$ cat src/rtl/pvs_consts.vh
`ifndef PVS_CONSTS_VH
`define PVS_CONSTS_VH

// ****************************************************************
// clock and timing
// ****************************************************************
`define PVS_CLK_PERIOD_NS   10
`define PVS_SEQ_STEP_NS     1000
`define PVS_SEQ_STEPS       4
`define PVS_REFERENCE_CLOCK_IN_EDGES    4
`define PVS_REFERENCE_CLOCK_IN_IDLE_NS  2000

// ****************************************************************
// sequencer state codes
// ****************************************************************
`define PVS_ST_OFF          3'h0
`define PVS_ST_SEQ          3'h1
`define PVS_ST_USB_ON       3'h2
`define PVS_ST_PLL_WAIT     3'h3
`define PVS_ST_ACTIVE       3'h4
`define PVS_ST_CHARGER      3'h5

// ****************************************************************
// power-up mode codes
// ****************************************************************
`define PVS_MODE_STD        1'b0
`define PVS_MODE_CHG        1'b1

// ****************************************************************
// reg_a write field positions and reset values
// ****************************************************************
`define PVS_BIT_DRV_INT     0
`define PVS_BIT_DRV_EXT     1
`define PVS_BIT_DP_PD       2
`define PVS_BIT_DM_PD       3
`define PVS_RST_DRV_INT     1'b0
`define PVS_RST_DRV_EXT     1'b0
`define PVS_RST_DP_PD       1'b1
`define PVS_RST_DM_PD       1'b1

// ****************************************************************
// synchroniser lanes
// ****************************************************************
`define PVS_SYNC_W          11
`define PVS_IN_BAT          0
`define PVS_IN_IO           1
`define PVS_IN_CS           2
`define PVS_IN_CS_N         3
`define PVS_IN_VBUS         4
`define PVS_IN_CHG_N        5
`define PVS_IN_BAT_MON      6
`define PVS_IN_A_VLD        7
`define PVS_IN_SESS_VLD     8
`define PVS_IN_B_VLD        9
`define PVS_IN_B_END        10

`endif

$ cat src/rtl/pvs_top.v
`timescale 1ns/1ps
`include "pvs_consts.vh"
// Overview of operation
// - standard power-up starts only with battery and io supply present and the chip selected on both select pins.
// - in standard power-up, reaching usb_on_state releases power_on_reset_n and starts the pll.
// - dir stays high until the pll reports lock and then falls so the link may configure the part.
// - after reset the vbus drive bits are 0 and both data-line pulldown bits are 1.
// - charger detection power-up starts when unselected, vbus present, charger enable low and battery above monitor.
// - in charger detection power-up, usb_on_state keeps reset asserted, pll stopped and starts the charger machine.
// - a_vbus_valid_flag follows the a-device vbus-valid comparator.
// - session_valid_flag follows the session-valid comparator.
// - b_session_valid_flag follows the b-device session-valid comparator.
// - session_end_flag is 0 while vbus is above the session-end threshold and 1 otherwise.
// - two clock modes exist, 60 MHz input on the ulpi clock pin or a 19.2 or 26 MHz reference chosen by a select.
// - the ulpi clock pin is an input after reset and turns to an output once reference clock activity is seen.
module pvs_top
#(
    parameter SEQ_STEPS    = `PVS_SEQ_STEPS,
    parameter REFERENCE_CLOCK_IN_EDGES = `PVS_REFERENCE_CLOCK_IN_EDGES
)
(
    input  wire       clk,
    input  wire       rst_b,
    input  wire       battery_present,
    input  wire       io_supply,
    input  wire       chip_select,
    input  wire       chip_select_n,
    input  wire       vbus_present,
    input  wire       charger_detect_enable_n,
    input  wire       battery_above_monitor,
    input  wire       cmp_a_vbus_valid,
    input  wire       cmp_session_valid,
    input  wire       cmp_b_session_valid,
    input  wire       cmp_above_b_session_end,
    input  wire       reference_clock_in,
    input  wire       reference_clock_in_freq_select,
    input  wire       pll_lock,
    input  wire       reg_a_wr,
    input  wire [3:0] reg_a_wdata,
    output reg        power_on_reset_n,
    output reg        pll_start,
    output reg        dir,
    output reg        charger_fsm_start,
    output reg        usb_on_state,
    output reg        reg_a_wr_ack,
    output reg        drive_vbus_internal,
    output reg        drive_vbus_external,
    output reg        dplus_pulldown_en,
    output reg        dminus_pulldown_en,
    output reg        a_vbus_valid_flag,
    output reg        session_valid_flag,
    output reg        b_session_valid_flag,
    output reg        session_end_flag,
    output reg        ulpi_clk_out_en,
    output reg        pll_ref_26m_sel
);

    // ****************************************************************
    // derived counts
    // ****************************************************************
    localparam [31:0] STEP_CYC   = (`PVS_SEQ_STEP_NS + `PVS_CLK_PERIOD_NS - 1) / `PVS_CLK_PERIOD_NS;
    localparam [31:0] IDLE_CYC   = `PVS_REFERENCE_CLOCK_IN_IDLE_NS / `PVS_CLK_PERIOD_NS;
    localparam [31:0] STEPS_CNT  = SEQ_STEPS;
    localparam [31:0] EDGES_CNT  = REFERENCE_CLOCK_IN_EDGES;
    localparam [11:0] STEP_LAST  = STEP_CYC[11:0] - 12'h001;
    localparam [11:0] IDLE_LAST  = IDLE_CYC[11:0] - 12'h001;
    localparam [3:0]  STEPS_LAST = STEPS_CNT[3:0] - 4'h1;
    localparam [3:0]  EDGES_LAST = EDGES_CNT[3:0] - 4'h1;

    // ****************************************************************
    // input synchronisers
    // ****************************************************************
    wire [`PVS_SYNC_W-1:0] raw_in;
    wire [`PVS_SYNC_W-1:0] syn;
    wire                   ref_syn;

    assign raw_in = {cmp_above_b_session_end, cmp_b_session_valid,
                     cmp_session_valid, cmp_a_vbus_valid,
                     battery_above_monitor, charger_detect_enable_n,
                     vbus_present, chip_select_n, chip_select,
                     io_supply, battery_present};

    pvs_sync
    #(
        .W       (`PVS_SYNC_W),
        .RST_VAL (11'h028)
    )
    u_sync_levels
    (
        .clk   (clk),
        .rst_b (rst_b),
        .d_in  (raw_in),
        .q_out (syn)
    );

    pvs_sync
    #(
        .W       (1),
        .RST_VAL (1'b0)
    )
    u_sync_ref
    (
        .clk   (clk),
        .rst_b (rst_b),
        .d_in  (reference_clock_in),
        .q_out (ref_syn)
    );

    // ****************************************************************
    // power-up conditions
    // ****************************************************************
    wire selected;
    wire std_cond;
    wire chg_cond;

    assign selected = syn[`PVS_IN_CS] & ~syn[`PVS_IN_CS_N];
    assign std_cond = syn[`PVS_IN_BAT] & syn[`PVS_IN_IO] & selected;
    assign chg_cond = ~selected & syn[`PVS_IN_VBUS] &
                      ~syn[`PVS_IN_CHG_N] & syn[`PVS_IN_BAT_MON];

    // ****************************************************************
    // sequencer state machine
    // ****************************************************************
    reg [2:0]  state_reg;
    reg [2:0]  state_next;
    reg        mode_reg;
    reg        mode_next;
    reg [11:0] tick_reg;
    reg [11:0] tick_next;
    reg [3:0]  step_reg;
    reg [3:0]  step_next;
    wire       mode_ok;

    assign mode_ok = (mode_reg == `PVS_MODE_STD) ? std_cond : chg_cond;

    always @*
    begin
        state_next = state_reg;
        mode_next  = mode_reg;
        tick_next  = tick_reg;
        step_next  = step_reg;
        case (state_reg)
            `PVS_ST_OFF:
            begin
                tick_next = 12'h000;
                step_next = 4'h0;
                if (std_cond)
                begin
                    mode_next  = `PVS_MODE_STD;
                    state_next = `PVS_ST_SEQ;
                end
                else if (chg_cond)
                begin
                    mode_next  = `PVS_MODE_CHG;
                    state_next = `PVS_ST_SEQ;
                end
            end
            `PVS_ST_SEQ:
            begin
                if (!mode_ok)
                    state_next = `PVS_ST_OFF;
                else if (tick_reg == STEP_LAST)
                begin
                    tick_next = 12'h000;
                    if (step_reg == STEPS_LAST)
                        state_next = `PVS_ST_USB_ON;
                    else
                        step_next = step_reg + 4'h1;
                end
                else
                    tick_next = tick_reg + 12'h001;
            end
            `PVS_ST_USB_ON:
            begin
                if (!mode_ok)
                    state_next = `PVS_ST_OFF;
                else if (mode_reg == `PVS_MODE_STD)
                    state_next = `PVS_ST_PLL_WAIT;
                else
                    state_next = `PVS_ST_CHARGER;
            end
            `PVS_ST_PLL_WAIT:
            begin
                if (!mode_ok)
                    state_next = `PVS_ST_OFF;
                else if (pll_lock)
                    state_next = `PVS_ST_ACTIVE;
            end
            `PVS_ST_ACTIVE:
            begin
                if (!mode_ok)
                    state_next = `PVS_ST_OFF;
                else if (!pll_lock)
                    state_next = `PVS_ST_PLL_WAIT;
            end
            `PVS_ST_CHARGER:
            begin
                if (!mode_ok)
                    state_next = `PVS_ST_OFF;
            end
            default:
            begin
                state_next = `PVS_ST_OFF;
            end
        endcase
    end

    always @(posedge clk or negedge rst_b)
    begin
        if (!rst_b)
        begin
            state_reg <= `PVS_ST_OFF;
            mode_reg  <= `PVS_MODE_STD;
            tick_reg  <= 12'h000;
            step_reg  <= 4'h0;
        end
        else
        begin
            state_reg <= state_next;
            mode_reg  <= mode_next;
            tick_reg  <= tick_next;
            step_reg  <= step_next;
        end
    end

    // ****************************************************************
    // sequencer outputs
    // ****************************************************************
    wire std_run;

    assign std_run = (state_next == `PVS_ST_PLL_WAIT) | (state_next == `PVS_ST_ACTIVE);

    always @(posedge clk or negedge rst_b)
    begin
        if (!rst_b)
        begin
            power_on_reset_n  <= 1'b0;
            pll_start         <= 1'b0;
            dir               <= 1'b1;
            charger_fsm_start <= 1'b0;
            usb_on_state      <= 1'b0;
        end
        else
        begin
            power_on_reset_n  <= std_run;
            pll_start         <= std_run;
            dir               <= (state_next != `PVS_ST_ACTIVE);
            charger_fsm_start <= (state_next == `PVS_ST_CHARGER);
            usb_on_state      <= (state_next != `PVS_ST_OFF) & (state_next != `PVS_ST_SEQ);
        end
    end

    // ****************************************************************
    // reg_a bits written by the link
    // ****************************************************************
    wire wr_ok;

    assign wr_ok = reg_a_wr & power_on_reset_n & ~dir;

    always @(posedge clk or negedge rst_b)
    begin
        if (!rst_b)
        begin
            drive_vbus_internal <= `PVS_RST_DRV_INT;
            drive_vbus_external <= `PVS_RST_DRV_EXT;
            dplus_pulldown_en   <= `PVS_RST_DP_PD;
            dminus_pulldown_en  <= `PVS_RST_DM_PD;
            reg_a_wr_ack        <= 1'b0;
        end
        else if (!power_on_reset_n)
        begin
            drive_vbus_internal <= `PVS_RST_DRV_INT;
            drive_vbus_external <= `PVS_RST_DRV_EXT;
            dplus_pulldown_en   <= `PVS_RST_DP_PD;
            dminus_pulldown_en  <= `PVS_RST_DM_PD;
            reg_a_wr_ack        <= 1'b0;
        end
        else
        begin
            reg_a_wr_ack <= wr_ok;
            if (wr_ok)
            begin
                drive_vbus_internal <= reg_a_wdata[`PVS_BIT_DRV_INT];
                drive_vbus_external <= reg_a_wdata[`PVS_BIT_DRV_EXT];
                dplus_pulldown_en   <= reg_a_wdata[`PVS_BIT_DP_PD];
                dminus_pulldown_en  <= reg_a_wdata[`PVS_BIT_DM_PD];
            end
        end
    end

    // ****************************************************************
    // vbus status flags
    // ****************************************************************
    always @(posedge clk or negedge rst_b)
    begin
        if (!rst_b)
        begin
            a_vbus_valid_flag    <= 1'b0;
            session_valid_flag   <= 1'b0;
            b_session_valid_flag <= 1'b0;
            session_end_flag     <= 1'b1;
        end
        else
        begin
            a_vbus_valid_flag    <= syn[`PVS_IN_A_VLD];
            session_valid_flag   <= syn[`PVS_IN_SESS_VLD];
            b_session_valid_flag <= syn[`PVS_IN_B_VLD];
            session_end_flag     <= ~syn[`PVS_IN_B_END];
        end
    end

    // ****************************************************************
    // reference clock activity and clock mode
    // ****************************************************************
    reg        ref_prev_reg;
    reg [3:0]  edge_cnt_reg;
    reg [11:0] idle_cnt_reg;
    wire       ref_rise;

    assign ref_rise = ref_syn & ~ref_prev_reg;

    always @(posedge clk or negedge rst_b)
    begin
        if (!rst_b)
        begin
            ref_prev_reg    <= 1'b0;
            edge_cnt_reg    <= 4'h0;
            idle_cnt_reg    <= 12'h000;
            ulpi_clk_out_en <= 1'b0;
            pll_ref_26m_sel <= 1'b0;
        end
        else
        begin
            ref_prev_reg    <= ref_syn;
            pll_ref_26m_sel <= reference_clock_in_freq_select;
            if (ref_rise)
            begin
                idle_cnt_reg <= 12'h000;
                if (edge_cnt_reg == EDGES_LAST)
                    ulpi_clk_out_en <= 1'b1;
                else
                    edge_cnt_reg <= edge_cnt_reg + 4'h1;
            end
            else if (idle_cnt_reg == IDLE_LAST)
            begin
                // a grounded reference keeps the pin an input
                edge_cnt_reg <= 4'h0;
            end
            else
                idle_cnt_reg <= idle_cnt_reg + 12'h001;
        end
    end
endmodule

$ cat src/rtl/pvs_sync.v
`timescale 1ns/1ps
// ****************************************************************
// three-flop synchroniser with agreement filter
// ****************************************************************
module pvs_sync
#(
    parameter W = 1,
    parameter [W-1:0] RST_VAL = {W{1'b0}}
)
(
    input  wire         clk,
    input  wire         rst_b,
    input  wire [W-1:0] d_in,
    output reg  [W-1:0] q_out
);
    reg [W-1:0] s1_reg;
    reg [W-1:0] s2_reg;
    reg [W-1:0] s3_reg;
    integer     i;

    always @(posedge clk or negedge rst_b)
    begin
        if (!rst_b)
        begin
            s1_reg <= RST_VAL;
            s2_reg <= RST_VAL;
            s3_reg <= RST_VAL;
            q_out  <= RST_VAL;
        end
        else
        begin
            s1_reg <= d_in;
            s2_reg <= s1_reg;
            s3_reg <= s2_reg;
            // a lane changes only when stages two and three agree
            for (i = 0; i < W; i = i + 1)
            begin
                if (s2_reg[i] == s3_reg[i])
                    q_out[i] <= s3_reg[i];
            end
        end
    end
endmodule

$ cat config.mk
export PLATFORM = sky130hd
export DESIGN_NAME = pvs_top
export DESIGN_NICKNAME = d
export VERILOG_FILES = /design/src/rtl/pvs_top.v /design/src/rtl/pvs_sync.v
export VERILOG_INCLUDE_DIRS = /design/src /design/src/rtl
export SDC_FILE = /design/constraint.sdc
export NUM_CORES = 1
export LEC_CHECK = 0
export ABC_AREA = 1
export BUFFER_PORTS_ARGS = -buffer_cell sky130_fd_sc_hd__clkbuf_2
export CAP_MARGIN = 20
export CORE_MARGIN = 3
export CORE_UTILIZATION = 48
export DETAILED_ROUTE_END_ITERATION = 16
export GPL_ROUTABILITY_DRIVEN = 0
export PLACE_DENSITY = 0.68
export SYNTH_ARGS = -nofsm -noshare
export SYNTH_HDL_FRONTEND = slang
export SYNTH_SLANG_ARGS = --single-unit
$ cat constraint.sdc
create_clock -name clk -period 3.5 [get_ports clk]
set_input_delay 0.175 -clock clk [delete_from_list [all_inputs] [get_ports clk]]
set_output_delay 0.175 -clock clk [all_outputs]
set_load 0.05 [all_outputs]
==> results_dict.tcl <==
set metrics [dict create \
    cts_root_buffer "clkbuf_8" \
    power_uw 2320 \
    initial_core_util_pct 49.9 \
    final.min_clock_period_ns 1.69 \
    synth_top_area_share_pct 53.1 \
    post_cts_buffers 0 \
    reg2reg_depth 7 \
    cts-buffers-inserted 9 \
    post-route-cell-area_sq_mm 0.00474 \
    drtAntennaViolNets 0 \
    rsz0062_at_grt "false" \
    start_kind "flop" \
    final_nets 502 \
    period_share_pct 48.3 \
    maxCapViolCount 0 \
    reg2reg_slack_ns 1.81 \
    die_h_um 98.9 \
    critPathMaxFanout 17 \
    grt_pass1_wl_um 12500 \
    routed_via_density 4.97 \
    crit_end "tick_reg[11]" \
    grt_usage_pct 15.7 \
    status "completed" \
    finalClockSkew_ns 0.0149 \
    place_area_sq_mm 0.00442 \
    synthAdderAreaFrac_pct 4.11 \
    fp-row-count 33 \
    setup_ws_ns 1.81 \
    synth_compound_area_share_pct 6.94 \
    clk_latency_ns 0.37 \
    clock_sinks 100 \
    ir_drop_mv 0.448 \
    die_w_um 98.9 \
    drt_iter0_drc 86 \
    antennaDiodeCount 0 \
    reg2reg_from "state_reg[0]" \
    finalSetupTns_ns 0 \
    yosysWarnings 0 \
    die_area_sq_mm 0.00979 \
    cp.required_ns 3.75 \
    dr.pass1.iters 5 \
    synthCells 422 \
    drc 0 \
    syn-cell-area_sq_mm 0.00415 \
    drive_gt1_share_pct 17.0 \
    synth_top_family_by_area "simple AND/OR/NAND/NOR gates" \
    cp.buffers_inverters 2 \
    ios 37 \
    hold_viol 0 \
    crit_chain "inv_2, nor3_4, nand2_2, nand2_4, inv_4, nand2_1, o21ai_2" \
    synth-xor-area-share_pct 1.27 \
    synth.distinct_cells 36 \
    ys_seq_area_share_pct 60.7 \
    post_synth_and_or_nand_nor_area_fraction_pct 21.0 \
    first_global_vias 2877 \
    synth_nets 447 \
    synth_seq_cells 100 \
    setup.worst_path.class "reg -> reg" \
    vias 2916 \
    critical_path.startpoint "state_reg[0]" \
    path_depth 7 \
    antenna_found_initial 0 \
    max_freq_mhz 591 \
    finalSetupViolations 0 \
    hold_class "in -> reg" \
    power.density_mw_per_mm2 490 \
    reg2reg_to "tick_reg[11]" \
    cts.path.max_buffers 2 \
    drv_slew 0 \
    cts_tree "built" \
    overflow 0 \
    yosysTopAreaCell "dfrtp_1" \
    cts-hold-fix-buffers 14 \
    cts_resized 0 \
    cp_data_arrival_time_ns 1.95 \
    grt_max_degree 85 \
    synthMuxAreaShare_pct 0 \
    yosys-top-cells-area "dfrtp_1, nand2_1, dfstp_2" \
    critPathMaxStageDelay_ns 0.48 \
    coreArea_sq_mm 0.00830 \
    routed_wl_um 6930 \
    areaGrowthSynthToFinish_pct 14.4 \
    relSlewSlack_pct 34.6 \
    htree_levels 3 \
    routedWlPerCell_um 11.8 \
    fin_util_pct 57.1 \
    hpwl_um 4840 \
    tightest_slew_ns 0.980 \
    p_leak_uw 0.00231 \
    path_clk_slew_ns 0.10 \
    synth_area_per_cell_sq_um 9.82 \
    critPathTopFamily "simple AND/OR/NAND/NOR gates" \
    cp-end-kind "flop" \
    slowest_stage "dfrtp_1" \
    dp_slack_ns 1.82 \
    portBuffers 36 \
]
[cells in the mapped netlist]
cell type and n:
inv_4 1, a31oi_1 1, buf_6 2, a21oi_1 10, xor2_1 5, dfrtp_1 88
nor3_4 1, a22o_1 2, o21a_1 1, inv_2 1, dfstp_2 12, maj3_1 12
nand3b_1 5, nand3_1 37, o21ai_0 18, or2_2 1, nand2_4 1, ha_1 4
nor3b_1 2, a21oi_2 1, nand4_1 7, o31ai_1 2, buf_2 2, o21bai_1 1
nor2_1 32, inv_1 49, nor3_1 14, xnor2_1 1, buf_4 2, nand2_1 91
nor2_2 1, o21ai_2 8, o21ai_1 3, and2_1 1, nand2_2 2, clkbuf_1 1
[layout make-up]
class / count / area (sq um)
fill: 699 / 3560
sequential: 100 / 2520
multi-input combinational: 264 / 1380
timing repair buffer: 51 / 330
inverter: 51 / 194
tap: 105 / 131
clock buffer: 9 / 124
clock inverter: 7 / 61.3
[through the flow]
step	hold slack, ns	std cells
6_report	0.0363	587
5_1_grt	0.0277	587
4_1_cts	0.0186	587
3_5_place_dp	0.267	557
3_3_place_gp	0.267	557
2_1_floorplan	-0.121	422
[how the worst min path moves through the flow]
| stage | start | endpoint | slack [ns] | depth (start not counted) |
|---|---|---|---|---|
| 3_3_place_gp | chip_select_n | u_sync_levels.s1_reg[3] | 0.27 | 1 |
| 6_report | reg_a_wdata[0] | drive_vbus_internal | 0.04 | 2 |
| 2_1_floorplan | rst_b | a_vbus_valid_flag | -0.12 | 0 |
| 4_1_cts | reg_a_wdata[0] | drive_vbus_internal | 0.02 | 2 |
| 5_1_grt | reg_a_wdata[0] | drive_vbus_internal | 0.03 | 2 |
| 3_5_place_dp | charger_detect_enable_n | u_sync_levels.s1_reg[5] | 0.27 | 1 |
[cells by family after synthesis]
group           count (synthesis)
fa+ha+maj                      16
simple gates                  195
buf+inv                        58
flops                         100
compound gates                 47
xor+xnor                        6
[routing by layer]
layer | up-vias | track usage (%) | routed length [um]
met5 | - | 0 | 0
met4 | 0 | 5.04 | 113
met3 | 9 | 4.25 | 310
met2 | 65 | 24.9 | 3220
met1 | 1364 | 21.2 | 3280
li1 | 1478 | - | -
[placed cells by master, fill, tap and decap left out, types with 10 or more instances in the layout]
cell type,count
maj3_1,12
dfrtp_1,88
nor3_1,14
nor2_1,32
clkbuf_2,35
dfstp_2,12
dlygate4sd3_1,14
o21ai_0,18
inv_1,49
a21oi_1,10
nand3_1,37
nand2_1,91
[report_power, final]
part | internal [uW] | leakage (uW) | switching, uW
logic | 106 | 0.000976 | 201
registers | 1250 | 0.00124 | 72.8
clock network | 275 | 0.0000945 | 415
No activity file was read; power rests on OpenSTA's default activity.
